**config.mk**
```make
export PLATFORM = sky130hd
export DESIGN_NAME = tcf_trigger_filter
export DESIGN_NICKNAME = d
export VERILOG_FILES = /design/src/hdl/tcf_pkg.sv /design/src/hdl/tcf_trigger_filter.sv
export SDC_FILE = /design/constraint.sdc
export NUM_CORES = 1
export LEC_CHECK = 0
export CORE_MARGIN = 1.5
export CORE_UTILIZATION = 58
export DETAILED_ROUTE_END_ITERATION = 7
export DONT_BUFFER_PORTS = 1
export MAX_ROUTING_LAYER = met4
export PLACE_DENSITY = 0.75
export SETUP_SLACK_MARGIN = 0.02
export SLEW_MARGIN = 30
export SYNTH_ARGS = -nofsm -noshare
export SYNTH_HDL_FRONTEND = slang
export SYNTH_SLANG_ARGS = --single-unit
```
**constraint.sdc**
```tcl
create_clock -name core_clk -period 5.6 [get_ports core_clk]
set_clock_uncertainty 0.1 [all_clocks]
set_input_delay 0.56 -clock core_clk [delete_from_list [all_inputs] [get_ports core_clk]]
set_output_delay 0.56 -clock core_clk [all_outputs]
set_load 0.02 [all_outputs]
```
**src/hdl/tcf_pkg.sv**
```systemverilog
/*
 * tcf_pkg: constants, register map and carrier types of the trigger
 * conditioning filter.
 * assumes: one 40 MHz core clock; avalon-mm byte addresses, 32-bit data.
 */
package tcf_pkg;

    // ************************************************************
    // clock and timing
    // ************************************************************
    localparam int CLK_PERIOD_NS = 25;
    localparam int HOLD_UNIT_NS = 15;
    localparam int HOLD_COUNT_RST = 66666;
    localparam int ACT_MIN_NS = 25605;
    localparam int ACT_MAX_NS = 50130;
    localparam int ACT_MIN_CYC = (ACT_MIN_NS + CLK_PERIOD_NS - 1) / CLK_PERIOD_NS;
    localparam int ACT_MAX_CYC = ACT_MAX_NS / CLK_PERIOD_NS;
    localparam int ACT_CNT_W = 11;
    localparam int ELAPSED_W = 37;

    // ************************************************************
    // register map (byte offsets)
    // ************************************************************
    localparam logic [4:0] REG_CTRL = 5'h00;
    localparam logic [4:0] REG_HOLD = 5'h04;
    localparam logic [4:0] REG_DIV = 5'h08;
    localparam logic [4:0] REG_DEV_KEY = 5'h0C;
    localparam logic [4:0] REG_GRP_KEY = 5'h10;
    localparam logic [4:0] REG_GRP_MASK = 5'h14;
    localparam logic [4:0] REG_STATUS = 5'h18;
    localparam logic [4:0] REG_TRIG_CNT = 5'h1C;

    localparam int CTRL_DEB_EN = 0;
    localparam int CTRL_ACT_EN = 1;
    localparam logic [1:0] CTRL_RST = 2'h3;
    localparam logic [3:0] DIV_RST = 4'h0;
    localparam logic [31:0] KEY_RST = 32'h0000_0000;

    localparam int STAT_RAW = 0;
    localparam int STAT_FILT = 1;
    localparam int STAT_PEND = 2;
    localparam int STAT_PCNT_LSB = 4;

    // ************************************************************
    // action packet layout
    // ************************************************************
    localparam logic [7:0] PKT_KEY = 8'h42;
    localparam logic [7:0] PKT_FLAG_ACK = 8'h01;
    localparam logic [7:0] PKT_FLAG_NOACK = 8'h00;
    localparam logic [15:0] PKT_CMD_ACTION = 16'h0100;
    localparam logic [15:0] PKT_UDP_PORT = 16'd3956;
    localparam logic [4:0] PKT_IDX_FLAG = 5'd1;
    localparam logic [4:0] PKT_IDX_CMD = 5'd3;
    localparam logic [4:0] PKT_IDX_REQ = 5'd7;
    localparam logic [4:0] PKT_IDX_DEV = 5'd11;
    localparam logic [4:0] PKT_IDX_GRP = 5'd15;
    localparam logic [4:0] PKT_IDX_LAST = 5'd19;

    typedef struct packed {
        logic valid;
        logic sop;
        logic eop;
        logic for_me;
        logic bcast;
        logic [15:0] udp_port;
        logic [7:0] data;
    } tcf_pkt_t;

    typedef struct packed {
        logic valid;
        logic [15:0] req_id;
    } tcf_ack_t;

    typedef enum logic [1:0] {
        PS_IDLE,
        PS_BODY,
        PS_DROP
    } tcf_pstate_t;

endpackage

```
**src/hdl/tcf_trigger_filter.sv**
```systemverilog
/*
 * tcf_trigger_filter: debouncer, prescaler and network action-packet
 * trigger source with an avalon-mm register slave.
 * assumes: raw trigger and packet bytes are synchronous to core_clk; the
 * mac delivers udp payload bytes with sop/eop and its address verdict.
 */
// Decided for this implementation: the Avalon-MM slave port and the placing of the registers.
`timescale 1ns/100ps

module tcf_trigger_filter
    import tcf_pkg::*;
#(
    parameter int HOLD_DEFAULT = HOLD_COUNT_RST
) (
    input wire logic core_clk,
    input wire logic reset,
    input wire logic [4:0] avs_address,
    input wire logic avs_read,
    input wire logic avs_write,
    input wire logic [3:0] avs_byteenable,
    input wire logic [31:0] avs_writedata,
    output logic [31:0] avs_readdata,
    output logic avs_waitrequest,
    input wire logic raw_trigger_in,
    input wire tcf_pkt_t pkt_in,
    output logic trigger_out,
    output tcf_ack_t ack_out
);

    // ************************************************************
    // registers
    // ************************************************************
    logic [1:0] ctrl_r;
    logic [31:0] debounce_hold_count_r;
    logic [3:0] div_r;
    logic [31:0] device_auth_key_r;
    logic [31:0] group_select_key_r;
    logic [31:0] group_filter_mask_r;
    logic [31:0] trig_cnt_r;
    logic wait_r;
    logic [31:0] rdata_r;
    logic wr_take;
    logic rd_go;

    function automatic logic [31:0] be_merge(input logic [31:0] old_v,
                                             input logic [31:0] new_v,
                                             input logic [3:0] be);
        logic [31:0] res;
        res = old_v;
        for (int i = 0; i < 4; i++) begin
            if (be[i]) begin
                res[i*8 +: 8] = new_v[i*8 +: 8];
            end
        end
        return res;
    endfunction

    // one wait cycle per access; the write lands on the edge that sees
    // waitrequest low, matching when the master releases it
    assign wr_take = avs_write && !wait_r;
    assign rd_go = avs_read && wait_r;

    always_ff @(posedge core_clk) begin
        if (reset) begin
            wait_r <= 1'b1;
        end else if ((avs_read || avs_write) && wait_r) begin
            wait_r <= 1'b0;
        end else begin
            wait_r <= 1'b1;
        end
    end

    always_ff @(posedge core_clk) begin
        if (reset) begin
            ctrl_r <= CTRL_RST;
            debounce_hold_count_r <= 32'(HOLD_DEFAULT);
            div_r <= DIV_RST;
            device_auth_key_r <= KEY_RST;
            group_select_key_r <= KEY_RST;
            group_filter_mask_r <= KEY_RST;
        end else if (wr_take) begin
            unique case ({avs_address[4:2], 2'b00})
                REG_CTRL: begin
                    if (avs_byteenable[0]) begin
                        ctrl_r <= avs_writedata[1:0];
                    end
                end
                REG_HOLD: begin
                    debounce_hold_count_r <= be_merge(debounce_hold_count_r,
                                                      avs_writedata, avs_byteenable);
                end
                REG_DIV: begin
                    if (avs_byteenable[0]) begin
                        div_r <= avs_writedata[3:0];
                    end
                end
                REG_DEV_KEY: begin
                    device_auth_key_r <= be_merge(device_auth_key_r,
                                                  avs_writedata, avs_byteenable);
                end
                REG_GRP_KEY: begin
                    group_select_key_r <= be_merge(group_select_key_r,
                                                   avs_writedata, avs_byteenable);
                end
                REG_GRP_MASK: begin
                    group_filter_mask_r <= be_merge(group_filter_mask_r,
                                                    avs_writedata, avs_byteenable);
                end
                default: begin
                end
            endcase
        end
    end

    // ************************************************************
    // debouncer
    // ************************************************************
    logic raw_prev_r;
    logic stable_r;
    logic stable_prev_r;
    logic [ELAPSED_W-1:0] elapsed_r;
    logic [ELAPSED_W-1:0] hold_ns;
    logic [ELAPSED_W-1:0] elapsed_nxt;

    // hold is in 15 ns units but the clock ticks in 25 ns, so the
    // stable time is tracked in ns and the acceptance rounds up
    assign hold_ns = ELAPSED_W'(debounce_hold_count_r) * ELAPSED_W'(HOLD_UNIT_NS);
    assign elapsed_nxt = elapsed_r + ELAPSED_W'(CLK_PERIOD_NS);

    always_ff @(posedge core_clk) begin
        if (reset) begin
            raw_prev_r <= 1'b0;
            stable_r <= 1'b0;
            elapsed_r <= '0;
        end else begin
            raw_prev_r <= raw_trigger_in;
            if (!ctrl_r[CTRL_DEB_EN]) begin
                stable_r <= raw_trigger_in;
                elapsed_r <= '0;
            end else if (raw_trigger_in == stable_r) begin
                elapsed_r <= '0;
            end else if (raw_trigger_in != raw_prev_r) begin
                elapsed_r <= ELAPSED_W'(CLK_PERIOD_NS);
                if (ELAPSED_W'(CLK_PERIOD_NS) >= hold_ns) begin
                    stable_r <= raw_trigger_in;
                end
            end else if (elapsed_nxt >= hold_ns) begin
                stable_r <= raw_trigger_in;
                elapsed_r <= '0;
            end else begin
                elapsed_r <= elapsed_nxt;
            end
        end
    end

    // ************************************************************
    // prescaler
    // ************************************************************
    logic [3:0] pcnt_r;
    logic pre_pulse_r;
    logic filt_rise;

    assign filt_rise = stable_r && !stable_prev_r;

    always_ff @(posedge core_clk) begin
        if (reset) begin
            stable_prev_r <= 1'b0;
            pcnt_r <= 4'h0;
            pre_pulse_r <= 1'b0;
        end else begin
            stable_prev_r <= stable_r;
            pre_pulse_r <= 1'b0;
            if (filt_rise) begin
                // setting n divides by n+1, so 4'hF gives 16
                if (pcnt_r == div_r) begin
                    pre_pulse_r <= 1'b1;
                    pcnt_r <= 4'h0;
                end else begin
                    pcnt_r <= pcnt_r + 4'h1;
                end
            end
        end
    end

    // ************************************************************
    // action packet parser
    // ************************************************************
    tcf_pstate_t pstate_r;
    logic [4:0] idx_r;
    logic [31:0] shift_r;
    logic [31:0] shift_nxt;
    logic [7:0] flag_r;
    logic [15:0] req_r;
    logic [31:0] dev_r;
    logic [31:0] grp_r;
    logic hdr_ok_r;
    logic pkt_match;
    logic pkt_hit;

    assign shift_nxt = {shift_r[23:0], pkt_in.data};
    assign pkt_match = hdr_ok_r && (dev_r == device_auth_key_r) && (grp_r == group_select_key_r)
                       && ((shift_nxt & group_filter_mask_r) != 32'h0000_0000);
    assign pkt_hit = (pstate_r == PS_BODY) && pkt_in.valid && pkt_in.eop
                     && (idx_r == PKT_IDX_LAST) && pkt_match && ctrl_r[CTRL_ACT_EN];

    always_ff @(posedge core_clk) begin
        if (reset) begin
            pstate_r <= PS_IDLE;
            idx_r <= 5'd0;
            shift_r <= 32'h0000_0000;
            flag_r <= PKT_FLAG_NOACK;
            req_r <= 16'h0000;
            dev_r <= 32'h0000_0000;
            grp_r <= 32'h0000_0000;
            hdr_ok_r <= 1'b0;
        end else if (pkt_in.valid) begin
            shift_r <= shift_nxt;
            idx_r <= idx_r + 5'd1;
            if (pkt_in.sop) begin
                idx_r <= 5'd1;
                hdr_ok_r <= 1'b1;
                // unicast and broadcast go through the same check below
                if ((pkt_in.for_me || pkt_in.bcast) && (pkt_in.udp_port == PKT_UDP_PORT)
                    && (pkt_in.data == PKT_KEY) && !pkt_in.eop) begin
                    pstate_r <= PS_BODY;
                end else begin
                    pstate_r <= pkt_in.eop ? PS_IDLE : PS_DROP;
                end
            end else if (pstate_r == PS_BODY) begin
                unique case (idx_r)
                    PKT_IDX_FLAG: begin
                        flag_r <= pkt_in.data;
                        if (pkt_in.data != PKT_FLAG_ACK && pkt_in.data != PKT_FLAG_NOACK) begin
                            hdr_ok_r <= 1'b0;
                        end
                    end
                    PKT_IDX_CMD: begin
                        if (shift_nxt[15:0] != PKT_CMD_ACTION) begin
                            hdr_ok_r <= 1'b0;
                        end
                    end
                    PKT_IDX_REQ: req_r <= shift_nxt[15:0];
                    PKT_IDX_DEV: dev_r <= shift_nxt;
                    PKT_IDX_GRP: grp_r <= shift_nxt;
                    default: begin
                    end
                endcase
                // short or long frames are dropped whole
                if (pkt_in.eop || idx_r == PKT_IDX_LAST) begin
                    pstate_r <= (pkt_in.eop) ? PS_IDLE : PS_DROP;
                end
            end else if (pkt_in.eop) begin
                pstate_r <= PS_IDLE;
            end
        end
    end

    // ************************************************************
    // action release delay and acknowledge
    // ************************************************************
    logic act_pend_r;
    logic [ACT_CNT_W-1:0] act_cnt_r;
    logic act_pulse_r;
    tcf_ack_t ack_r;

    // a packet that hits while one is pending is dropped: one trigger in
    // flight keeps the release time fixed
    always_ff @(posedge core_clk) begin
        if (reset) begin
            act_pend_r <= 1'b0;
            act_cnt_r <= '0;
            act_pulse_r <= 1'b0;
        end else begin
            act_pulse_r <= 1'b0;
            if (act_pend_r) begin
                if (act_cnt_r == ACT_CNT_W'(ACT_MIN_CYC - 2)) begin
                    act_pend_r <= 1'b0;
                    act_pulse_r <= 1'b1;
                end else begin
                    act_cnt_r <= act_cnt_r + ACT_CNT_W'(1);
                end
            end else if (pkt_hit) begin
                act_pend_r <= 1'b1;
                act_cnt_r <= '0;
            end
        end
    end

    always_ff @(posedge core_clk) begin
        if (reset) begin
            ack_r <= '0;
        end else begin
            ack_r.valid <= pkt_hit && !act_pend_r && (flag_r == PKT_FLAG_ACK);
            ack_r.req_id <= req_r;
        end
    end

    // ************************************************************
    // trigger output, counter and read data
    // ************************************************************
    logic trig_r;

    always_ff @(posedge core_clk) begin
        if (reset) begin
            trig_r <= 1'b0;
            trig_cnt_r <= 32'h0000_0000;
        end else begin
            trig_r <= pre_pulse_r || act_pulse_r;
            if (pre_pulse_r || act_pulse_r) begin
                trig_cnt_r <= trig_cnt_r + 32'h0000_0001;
            end
        end
    end

    always_ff @(posedge core_clk) begin
        if (reset) begin
            rdata_r <= 32'h0000_0000;
        end else if (rd_go) begin
            unique case ({avs_address[4:2], 2'b00})
                REG_CTRL: rdata_r <= {30'h0, ctrl_r};
                REG_HOLD: rdata_r <= debounce_hold_count_r;
                REG_DIV: rdata_r <= {28'h0, div_r};
                REG_DEV_KEY: rdata_r <= device_auth_key_r;
                REG_GRP_KEY: rdata_r <= group_select_key_r;
                REG_GRP_MASK: rdata_r <= group_filter_mask_r;
                REG_STATUS: rdata_r <= {24'h0, pcnt_r, 1'b0, act_pend_r,
                                        stable_r, raw_prev_r};
                REG_TRIG_CNT: rdata_r <= trig_cnt_r;
                default: rdata_r <= 32'h0000_0000;
            endcase
        end
    end

    assign avs_readdata = rdata_r;
    assign avs_waitrequest = wait_r;
    assign trigger_out = trig_r;
    assign ack_out = ack_r;

endmodule // tcf_trigger_filter

```
## Yosys cells after proc, flatten, opt, wreduce, memory -nomap -nowiden

Cells that the tools add are included.

| word-level totals | value |
|---|---|
| register bits | 395 |
| logic and storage cells | 180 |

| cells by class | value |
|---|---|
| multiply operators | 1 |
| magnitude comparators | 2 |
| muxes and demuxes | 30 |
| bitwise gates (word level) | 5 |
| reduce and logical (&&, ||, !) cells | 63 |
| eq/ne operators | 32 |
| add/sub/neg operators | 5 |

Operators by type and width:

| operator | number |
|---|---|
| $pmux W32 S8 | 1 |
| $eq A32 B32 Y1 | 2 |
| $reduce_and A3 Y1 | 20 |
| $add A37 B5 Y37 const B | 1 |
| $ge A37 B36 Y1 | 1 |
| $ge A5 B36 Y1 const A | 1 |
| $mul A32 B4 Y36 const B | 1 |
| $mux W11 | 3 |
| $add A32 B1 Y32 const B | 1 |
| $and A32 B32 Y32 | 1 |
| $reduce_bool A32 Y1 | 1 |
| $logic_and A1 B1 Y1 | 18 |
| $eq A16 B12 Y1 const B | 1 |
| $ne A16 B9 Y1 const B | 1 |
| $reduce_and A4 Y1 | 4 |
| $mux W1 | 15 |
| $mux W5 | 3 |
| $eq A3 B3 Y1 const B | 4 |
| $mux W2 | 6 |
| $add A11 B1 Y11 const B | 1 |
| $eq A11 B10 Y1 const B | 1 |
| $eq A5 B4 Y1 const B | 2 |
| $eq A8 B1 Y1 const B | 1 |
| $eq A8 B7 Y1 const B | 1 |
| 31 further kinds | 47 |

## Logic depth before layout (Yosys ltp)

Gate-level depths: netlist (run 1).

| logic depth | value |
|---|---|
| depth in word-level cells | 8 |
| depth in mapped cells | 26 |
| mapped depth without buffers | 25 |

## Worst setup path before layout (run 1)

OpenSTA, ideal clock, no wires.

| timing | value |
|---|---|
| path kind | register -> register |
| from | register debounce_hold_count_r[3] |
| to | register stable_r |
| stages on the path, launching flop included | 24 |
| arrival time | 5732 ps |
| path slack | -356 ps |
| setup time | 123 ps |
| cells stage by stage | dfxtp_1 -> inv_1 -> fa_1 -> fa_1 -> inv_1 -> ha_1 -> a21o_1 -> a31o_2 -> nor2_8 -> a2bb2oi_2 -> a21oi_1 -> a31oi_1 -> o221ai_1 -> a21oi_1 -> xor2_2 -> ha_1 -> and4_1 -> a2111oi_0 -> a21oi_1 -> or4_1 -> a31oi_2 -> o21ai_0 -> a31oi_1 -> mux2_1 |

| between the ends | value |
|---|---|
| cells in the longest elaborated chain, start to end | 4 |
| elaborated cells between the ends (all ways) | 6 |

RTL lines:

| item | RTL line | RTL |
|---|---|---|
| from (decl) | tcf_trigger_filter.sv:34 | `logic [31:0] debounce_hold_count_r;` |
| from (signal assigned) | tcf_trigger_filter.sv:76 | `debounce_hold_count_r <= 32'(HOLD_DEFAULT);` |
| from (signal assigned) | tcf_trigger_filter.sv:89 | `debounce_hold_count_r <= be_merge(debounce_hold_count_r,` |
| $mul A32 B4 Y36 (*) | tcf_trigger_filter.sv:127 | `assign hold_ns = ELAPSED_W'(debounce_hold_count_r) * ELAPSED_W'(HOLD_UNIT_NS);` |
| $ge A37 B36 Y1 / $ge A5 B36 Y1 (equally long branches) | tcf_trigger_filter.sv:147, tcf_trigger_filter.sv:144 |  |
| $ne A3 B1 Y1 (no source line) / $ne A3 B2 Y1 (equally long branches) | -- |  |
| $reduce_and A3 Y1 (no source line) (*) | -- |  |
| to (signal assigned) | tcf_trigger_filter.sv:138 | `stable_r <= raw_trigger_in;` |
| to (signal assigned) | tcf_trigger_filter.sv:145 | `stable_r <= raw_trigger_in;` |
| to (signal assigned) | tcf_trigger_filter.sv:148 | `stable_r <= raw_trigger_in;` |
| to (decl) | tcf_trigger_filter.sv:119 | `logic stable_r;` |

Mark *: on every way between the ends. The rest lies on a longest branch, timed or not.
A chain may end at the register's enable or synchronous reset.

## Final worst setup path (run 1)

| timing | value |
|---|---|
| from | register debounce_hold_count_r[5] |
| to | register elapsed_r[20] |

| between the ends | value |
|---|---|
| cells in the longest elaborated chain, start to end | 3 |

RTL lines:

| item | RTL line | RTL |
|---|---|---|
| $mul A32 B4 Y36 | tcf_trigger_filter.sv:127 |  |
| $ge A37 B36 Y1 | tcf_trigger_filter.sv:147 | `end else if (elapsed_nxt >= hold_ns) begin` |
| $reduce_or A5 Y1 (no source line) | -- |  |
| to (signal assigned) | tcf_trigger_filter.sv:143 | `elapsed_r <= ELAPSED_W'(CLK_PERIOD_NS);` |
| to (signal assigned) | tcf_trigger_filter.sv:151 | `elapsed_r <= elapsed_nxt;` |
| to (decl) | tcf_trigger_filter.sv:121 | `logic [ELAPSED_W-1:0] elapsed_r;` |

No other way between the ends.

==> reports/metrics.csv, run 1 <==
stage;metric;value;unit
cells_and_area;layout.cells.most_common_list;387 x dfxtp_1, 313 x nor2_1, 245 x nand2_1, 202 x mux2i_1, 178 x buf_4;
cells_and_area;drive_gt1_share;16.1;%
clock_network;clock_latency;0.58;ns
synth;synth_top_area_cell;dfxtp_1;
die;ios;126;
status;outcome;complete, but fails checks;
synth;synth_edf_count;0;
detailed_routing;dr.first_iter.drc_count;1794;
detailed_routing;wl_per_cell;21.0;microns
worst_setup_path;crit_required;5.99;ns
clock_network;root_buffer;clkbuf_16;
synth;synth_top_family_by_area;simple AND/OR/NAND/NOR gates;
cells_and_area;fillerInstances;2672;
grt;use_met3;6.02;%
pwr;clkPwrFrac;47.7;%
pwr;p_int;4790;uW
worst_setup_path;start_kind;flop;
synth;synthXorXnorAreaFrac;6.94;%
cells_and_area;multiInputGateArea;13100;sq um
pwr;p_per_area;248;nW/um^2
synth;avgSynthCellArea;8.91;sq um
grt;grt_util_met2;54.6;%
synth;synth_cell_type_count;85;
die;coreArea;35800;sq um
detailed_routing;ant_nets;0;
die;chipWidth;195;microns
worst_setup_path;cpPeakStageDelay;0.50;ns
synth;syn_nets;2607;
grt;gr-total-overflow;0;
sta;relSlewSlack;36.0;%
worst_setup_path;path_max_fanout;8;
die;initial_utilization;59.4;%
pwr;leakage;0.0101;uW
sta;setup_tns;-4.11;ns
job;maxCapViolations;0;
place;routabilityCongestion;0.987;
grt;grt_antenna_before_repair;1;
detailed_routing;drc_errors;0;
clock_network;h-tree-depth;2;
detailed_routing;drt_pass1_iterations;6;
pwr;power.switching;1440;uW
grt;grt_pass1_vias;18100;
grt;grt_pass1_wl;98100;microns
pwr;p_comb_share;5.9;%
synth;postSynthCellCount;2389;
die;die_area;37800;sq um
hold_path;hp-class;in -> reg;
pwr;seqPwrFrac;46.5;%
clock_network;cts_tree;yes;
place;io_buffer_count;0;
synth;yosys.area_share.simple;19.1;%
synth;synthMuxAreaShare;10.8;%
synth;synth-async-reset-ratio;0;%
cells_and_area;area_growth;18.2;%
clock_network;cts_max_path_buffers;3;
sta;fin_crit_sh;103;%
detailed_routing;drt-total-wl;63200;microns
cells_and_area;final_common_cell;dfxtp_1;
synth;synth_fa_ha_area_share;10.6;%
pwr;ir_drop;264;uV
worst_setup_path;slowest_stage;fa_1;
synth;yosys_warnings;0;
die;die-height;195;microns
sta;rsz0062_at_grt;true;
sta;fmax;173;MHz
pwr;switching_share;23.1;%
grt;grt-busiest-layer;met2;
cells_and_area;fin_cells;3012;
die;row_count;69;
sta;setup_violations;36;
clock_network;clock-sinks;395;
sta;finalHoldViolCount;0;
synth;syn_area;21300;sq um
grt;grt_max_degree;198;
sta;fin_crit;5.77;ns
synth;ys_seq_elements;395;
synth;synth_compound_area_share;11.5;%
synth;ys_top_cells_by_area;dfxtp_1 37%, mux2i_1 9.5%, fa_1 5.7%;
detailed_routing;drt-vias-per-instance;6.04;
grt;track_usage;33.9;%
cells_and_area;ff_latch_area;7920;sq um
worst_setup_path;arrival;6.16;ns
clock_network;clk_pin_slew;0.06;ns
sta;maxSlewViolCount;0;
synth;yosysSeqAreaShare;37.2;%
clock_network;cts_inserted_buffers;41;
place;dpl.hpwl;45000;microns
detailed_routing;vias;18200;
worst_setup_path;cp-end-kind;flop;
sta;worst_pin_slew;0.959;ns
synth;synth_top_area_share;37.2;%
grt;met1_usage;40.9;%
cells_and_area;fin_nets;2736;
place;place_inst;2907;
worst_setup_path;path_class;reg -> reg;
sta;fin_ws;-0.168;ns
status;violations;setup timing;
synth;ys.flop_type;dfxtp_1;
==> cells in the mapped netlist (7+ instances only) <==
cell	number
a211oi_1	9
a21o_1	24
a21oi_1	136
a221oi_1	21
a22o_1	18
a22oi_1	22
a31oi_1	8
and2_1	8
and3_1	23
and4_1	10
clkbuf_1	98
dfxtp_1	395
fa_1	61
ha_1	82
inv_1	103
mux2_2	9
mux2i_1	202
mux4_2	7
nand2_1	245
nand2b_1	10
nand3_1	41
nand4_1	49
nor2_1	318
nor2b_1	61
nor3_1	39
nor4_1	16
o211ai_1	13
o21ai_0	64
o22ai_1	8
or3_1	9
xnor2_1	78
xor2_1	85
==> cells by family after synthesis <==
kind of cell | after synthesis
adder cells (fa/ha/maj) | 143
other | 1
AO/OA/AOI/OAI | 379
buffers and inverters | 217
flip-flops | 395
XOR/XNOR | 166
AND/OR/NAND/NOR | 869
multiplexers | 219
==> flip-flops by register name, indices dropped and copies added, names as in the netlist, 4 cells and up <==
signal,cells
ack_out,17
act_cnt_r,11
avs_readdata,32
debounce_hold_count_r,32
dev_r,32
device_auth_key_r,32
div_r,4
elapsed_r,37
flag_r,8
group_filter_mask_r,32
group_select_key_r,32
grp_r,32
idx_r,5
pcnt_r,4
req_r,16
shift_r,24
trig_cnt_r,32
==> metrics by stage <==
step                utilization, %  cell area [sq um]  power [uW]  hold WS [ns]  setup slack (ns)
global placement              63.6              22800        3250         0.352            -0.284
detailed placement            63.6              22800        3260         0.357            -0.376
global route                  70.2              25100        6390       0.00572            -0.325
floorplan                        -              21300        3210         0.332            0.0262
CTS                           69.4              24900        6240     0.0000477            -0.116
finish                        70.2              25100        6230        0.0147            -0.168
==> power groups by stage <==
stage          combinational [uW]  clock (uW)  sequential, uW
3_5_place_dp                  301           0            2960
6_report                      365        2970            2900
4_1_cts                       350        3000            2890
5_1_grt                       396        3090            2900
2_1_floorplan                 268           0            2940
3_3_place_gp                  291           0            2960
==> layout make-up <==
type / count / share of cell area, %
Tap cell: 461 / 2.29
Clock inverter: 17 / 1.03
Antenna cell: 1 / 0.00995
Multi-Input combinational cell: 1777 / 52.2
Inverter: 103 / 1.55
Sequential cell: 395 / 31.5
Clock buffer: 58 / 4.93
Timing Repair Buffer: 200 / 6.51
==> layer usage <==
layer | share of wire, % | wire (microns)
met3 | 8.2 | 5200
met1 | 40 | 25300
met5 | 0 | 0
met2 | 47 | 29800
met4 | 4.8 | 3010
==> worst max-delay path, delay by kind of cell, from the launching register on <==
family	cells	cell delay, ns
AO/OA/AOI/OAI	10	1.99
adder cells (fa/ha/maj)	4	1.46
AND/OR/NAND/NOR	5	1.03
buffers and inverters	5	0.57
flip-flops	1	0.33
XOR/XNOR	1	0.19
==> path summary, 6_finish.rpt <==
path                                    startpoint                         end  slack [ns]  depth (start not counted)
max          debounce_hold_count_r[5]$_SDFFE_PP1P_    elapsed_r[20]$_SDFF_PP0_       -0.17                         25
min                                      avs_write  avs_waitrequest$_SDFF_PP1_        0.01                          1
max reg2reg  debounce_hold_count_r[5]$_SDFFE_PP1P_    elapsed_r[20]$_SDFF_PP0_       -0.17                         25
min reg2reg                  req_r[2]$_SDFFE_PP0P_       ack_out[2]$_SDFF_PP0_        0.37                          1
==> repair_timing <==
action                                  in CTS  in global routing
pin swaps                                   46                 41
hold endpoints to repair                    26                  0
hold buffers                                15                  0
endpoints found under the setup margin      37                 37
setup buffers                                7                  5
cloned                                       2                  1
gates resized for setup                     78                 44
Note: power is estimated with default switching activity, not from simulation.
==> run 2: changes to the inputs <==
--- a/config.mk
+++ b/config.mk
@@ -11,8 +11,9 @@
 export DONT_BUFFER_PORTS = 1
 export MAX_ROUTING_LAYER = met4
 export PLACE_DENSITY = 0.75
+export REMOVE_ABC_BUFFERS = 1
 export SETUP_SLACK_MARGIN = 0.02
-export SLEW_MARGIN = 30
+export SLEW_MARGIN = 20
 export SYNTH_ARGS = -nofsm -noshare
 export SYNTH_HDL_FRONTEND = slang
 export SYNTH_SLANG_ARGS = --single-unit
==> reports/metrics.csv, run 2 (synthesis results as in run 1) <==
stage;metric;value;unit;change
clock_network;root_buffer;clkbuf_16;;
detailed_routing;drt-vias-per-instance;5.97;;-1.3%
sta;fin_crit;5.73;ns;-0.0386 ns
die;die-height;195;microns;unchanged
cells_and_area;final_core_util;69.9;%;-0.31 points
clock_network;clk_pin_slew;0.06;ns;about the same
die;initial_utilization;59.4;%;unchanged
grt;track_usage;33.7;%;-0.15 points
pwr;report.power.total;6070;uW;-2.6%
grt;grt_max_degree;290;;+46%
worst_setup_path;path_class;reg -> reg;;
grt;grt_antenna_before_repair;1;;unchanged
detailed_routing;drt_pass1_iterations;5;;-1
clock_network;clock_latency;0.57;ns;about the same
sta;finalHoldViolCount;0;;unchanged
cells_and_area;stdcell_area;25000;sq um;-0.44%
place;place_inst;2925;;+0.62%
worst_setup_path;cp-end-kind;flop;;
place;dpl.hpwl;44500;microns;-1.2%
detailed_routing;wl_per_cell;20.6;microns;-1.9%
clock_network;h-tree-depth;2;;unchanged
sta;fin_crit_sh;102;%;-0.69 points
sta;relSlewSlack;25.0;%;-11 points
clock_network;cts_tree;yes;;
sta;worst_pin_slew;1.12;ns;+0.163 ns
status;violations;setup timing;;
detailed_routing;dr.first_iter.drc_count;1498;;-16%
cells_and_area;fin_cells;3025;;+0.43%
cells_and_area;top_register;elapsed_r;;
clock_network;clock-sinks;395;;unchanged
grt;gr-total-overflow;0;;unchanged
die;die_area;37800;sq um;unchanged
hold_path;hp-class;in -> reg;;
sta;rsz0062_at_grt;true;;
detailed_routing;drc_errors;0;;unchanged
worst_setup_path;start_kind;flop;;
die;chipWidth;195;microns;unchanged
pwr;p_per_area;242;nW/um^2;-2.2%
die;row_count;69;;unchanged
grt;grt_pass1_wl;97900;microns;-0.22%
cells_and_area;largest_reg_flops;37;;unchanged
cells_and_area;fin_nets;2749;;+0.48%
cells_and_area;final_common_cell;dfxtp_1;;
sta;fmax;175;MHz;+0.67%
worst_setup_path;crit_required;6.00;ns;about the same
grt;grt_pass1_vias;17800;;-1.9%
cells_and_area;area_growth;17.7;%;
die;ios;126;;unchanged
detailed_routing;ant_nets;0;;unchanged
sta;fin_ws;-0.130;ns;+0.0386 ns
job;maxCapViolations;0;;unchanged
cells_and_area;layout.cells.most_common_list;382 x dfxtp_1, 313 x nor2_1, 244 x nand2_1, 203 x buf_4, 202 x mux2i_1;;
clock_network;cts_inserted_buffers;42;;+2.4%
sta;setup_violations;36;;unchanged
detailed_routing;vias;18000;;-0.88%
detailed_routing;drt-total-wl;62300;microns;-1.5%
pwr;leakage;0.0100;uW;-0.49%
status;outcome;complete, but fails checks;;
place;placedInstanceArea;22800;sq um;+0.31%
cells_and_area;drive_gt1_share;16.5;%;+0.46 points
sta;maxSlewViolCount;0;;unchanged
place;routabilityCongestion;0.952;;-3.6%
clock_network;cts_max_path_buffers;3;;unchanged
worst_setup_path;arrival;6.13;ns;-0.03 ns
worst_setup_path;path_max_fanout;8;;unchanged
pwr;ir_drop;243;uV;-7.7%
place;io_buffer_count;0;;unchanged
die;coreArea;35800;sq um;unchanged
run 2: worst max-delay path, cell delays in order, from the launching register on:
cell and delay [ns]:
dfxtp_2 0.33, inv_2 0.06, fa_1 0.53, inv_1 0.05, fa_1 0.57, ha_4 0.23, a21o_1 0.23, a22oi_4 0.22
a21oi_2 0.09, nor3_2 0.27, a21oi_2 0.11, a221o_1 0.36, a21oi_2 0.13, xor2_1 0.23, ha_1 0.28, o21a_1 0.12
o21ai_2 0.17, buf_4 0.13, a21oi_2 0.02, or4_4 0.50, a31oi_4 0.23, buf_6 0.13, nand4_1 0.13, buf_6 0.18
buf_16 0.14, nor2b_1 0.10
run 2: layer usage:
layer	wire, microns	up-vias	GRT usage [%]
met5	0	-	-
met4	2820	0	14.1
met3	5120	164	6.98
met2	29500	708	54.6
met1	24900	8640	40.9
li1	-	8534	-
run 2: final cells by class:
class	count	area, sq um
diodes	1	2.50
clock inverters	13	181
multi-input cells	1777	13100
clock buffers	63	1210
flip-flops and latches	395	7930
inverters	103	394
repair buffers	212	1640
fillers	2771	10800
well taps	461	577
run 2: path summary, 6_finish.rpt:
check / slack (ns) / depth (start not counted) / start / endpoint
setup / recovery: -0.13 / 25 / debounce_hold_count_r[8]$_SDFFE_PP0P_ / elapsed_r[21]$_SDFF_PP0_
hold / removal: 0.01 / 1 / avs_read / avs_waitrequest$_SDFF_PP1_
setup reg to reg: -0.13 / 25 / debounce_hold_count_r[8]$_SDFFE_PP0P_ / elapsed_r[21]$_SDFF_PP0_
hold reg to reg: 0.37 / 2 / dev_r[26]$_SDFFE_PP0P_ / dev_r[26]$_SDFFE_PP0P_
run 2: through the flow:
| stage | hold WS (ns) | setup TNS, ns | setup WS, ns |
|---|---|---|---|
| floorplan | 0.330 | -23.65 | -0.723 |
| global placement | 0.348 | -14.14 | -0.425 |
| detailed placement | 0.349 | -19.65 | -0.573 |
| CTS | 0.00358 | -3.22 | -0.111 |
| global route | 0.00691 | -11.12 | -0.349 |
| finish | 0.0136 | -3.26 | -0.130 |
run 2: timing repair:
item	in CTS	in global routing
endpoints found under the hold margin	33	1
hold buffers	3	1
pin swaps	60	44
buffers inserted	7	11
cloned	2	0
gates resized for setup	98	45
endpoints found under the setup margin	37	37
run 2: power breakdown:
group / internal, uW / switching, uW / total (uW)
logic: 160 / 190 / 350
registers: 2840 / 55.1 / 2890
clock network: 1650 / 1180 / 2820
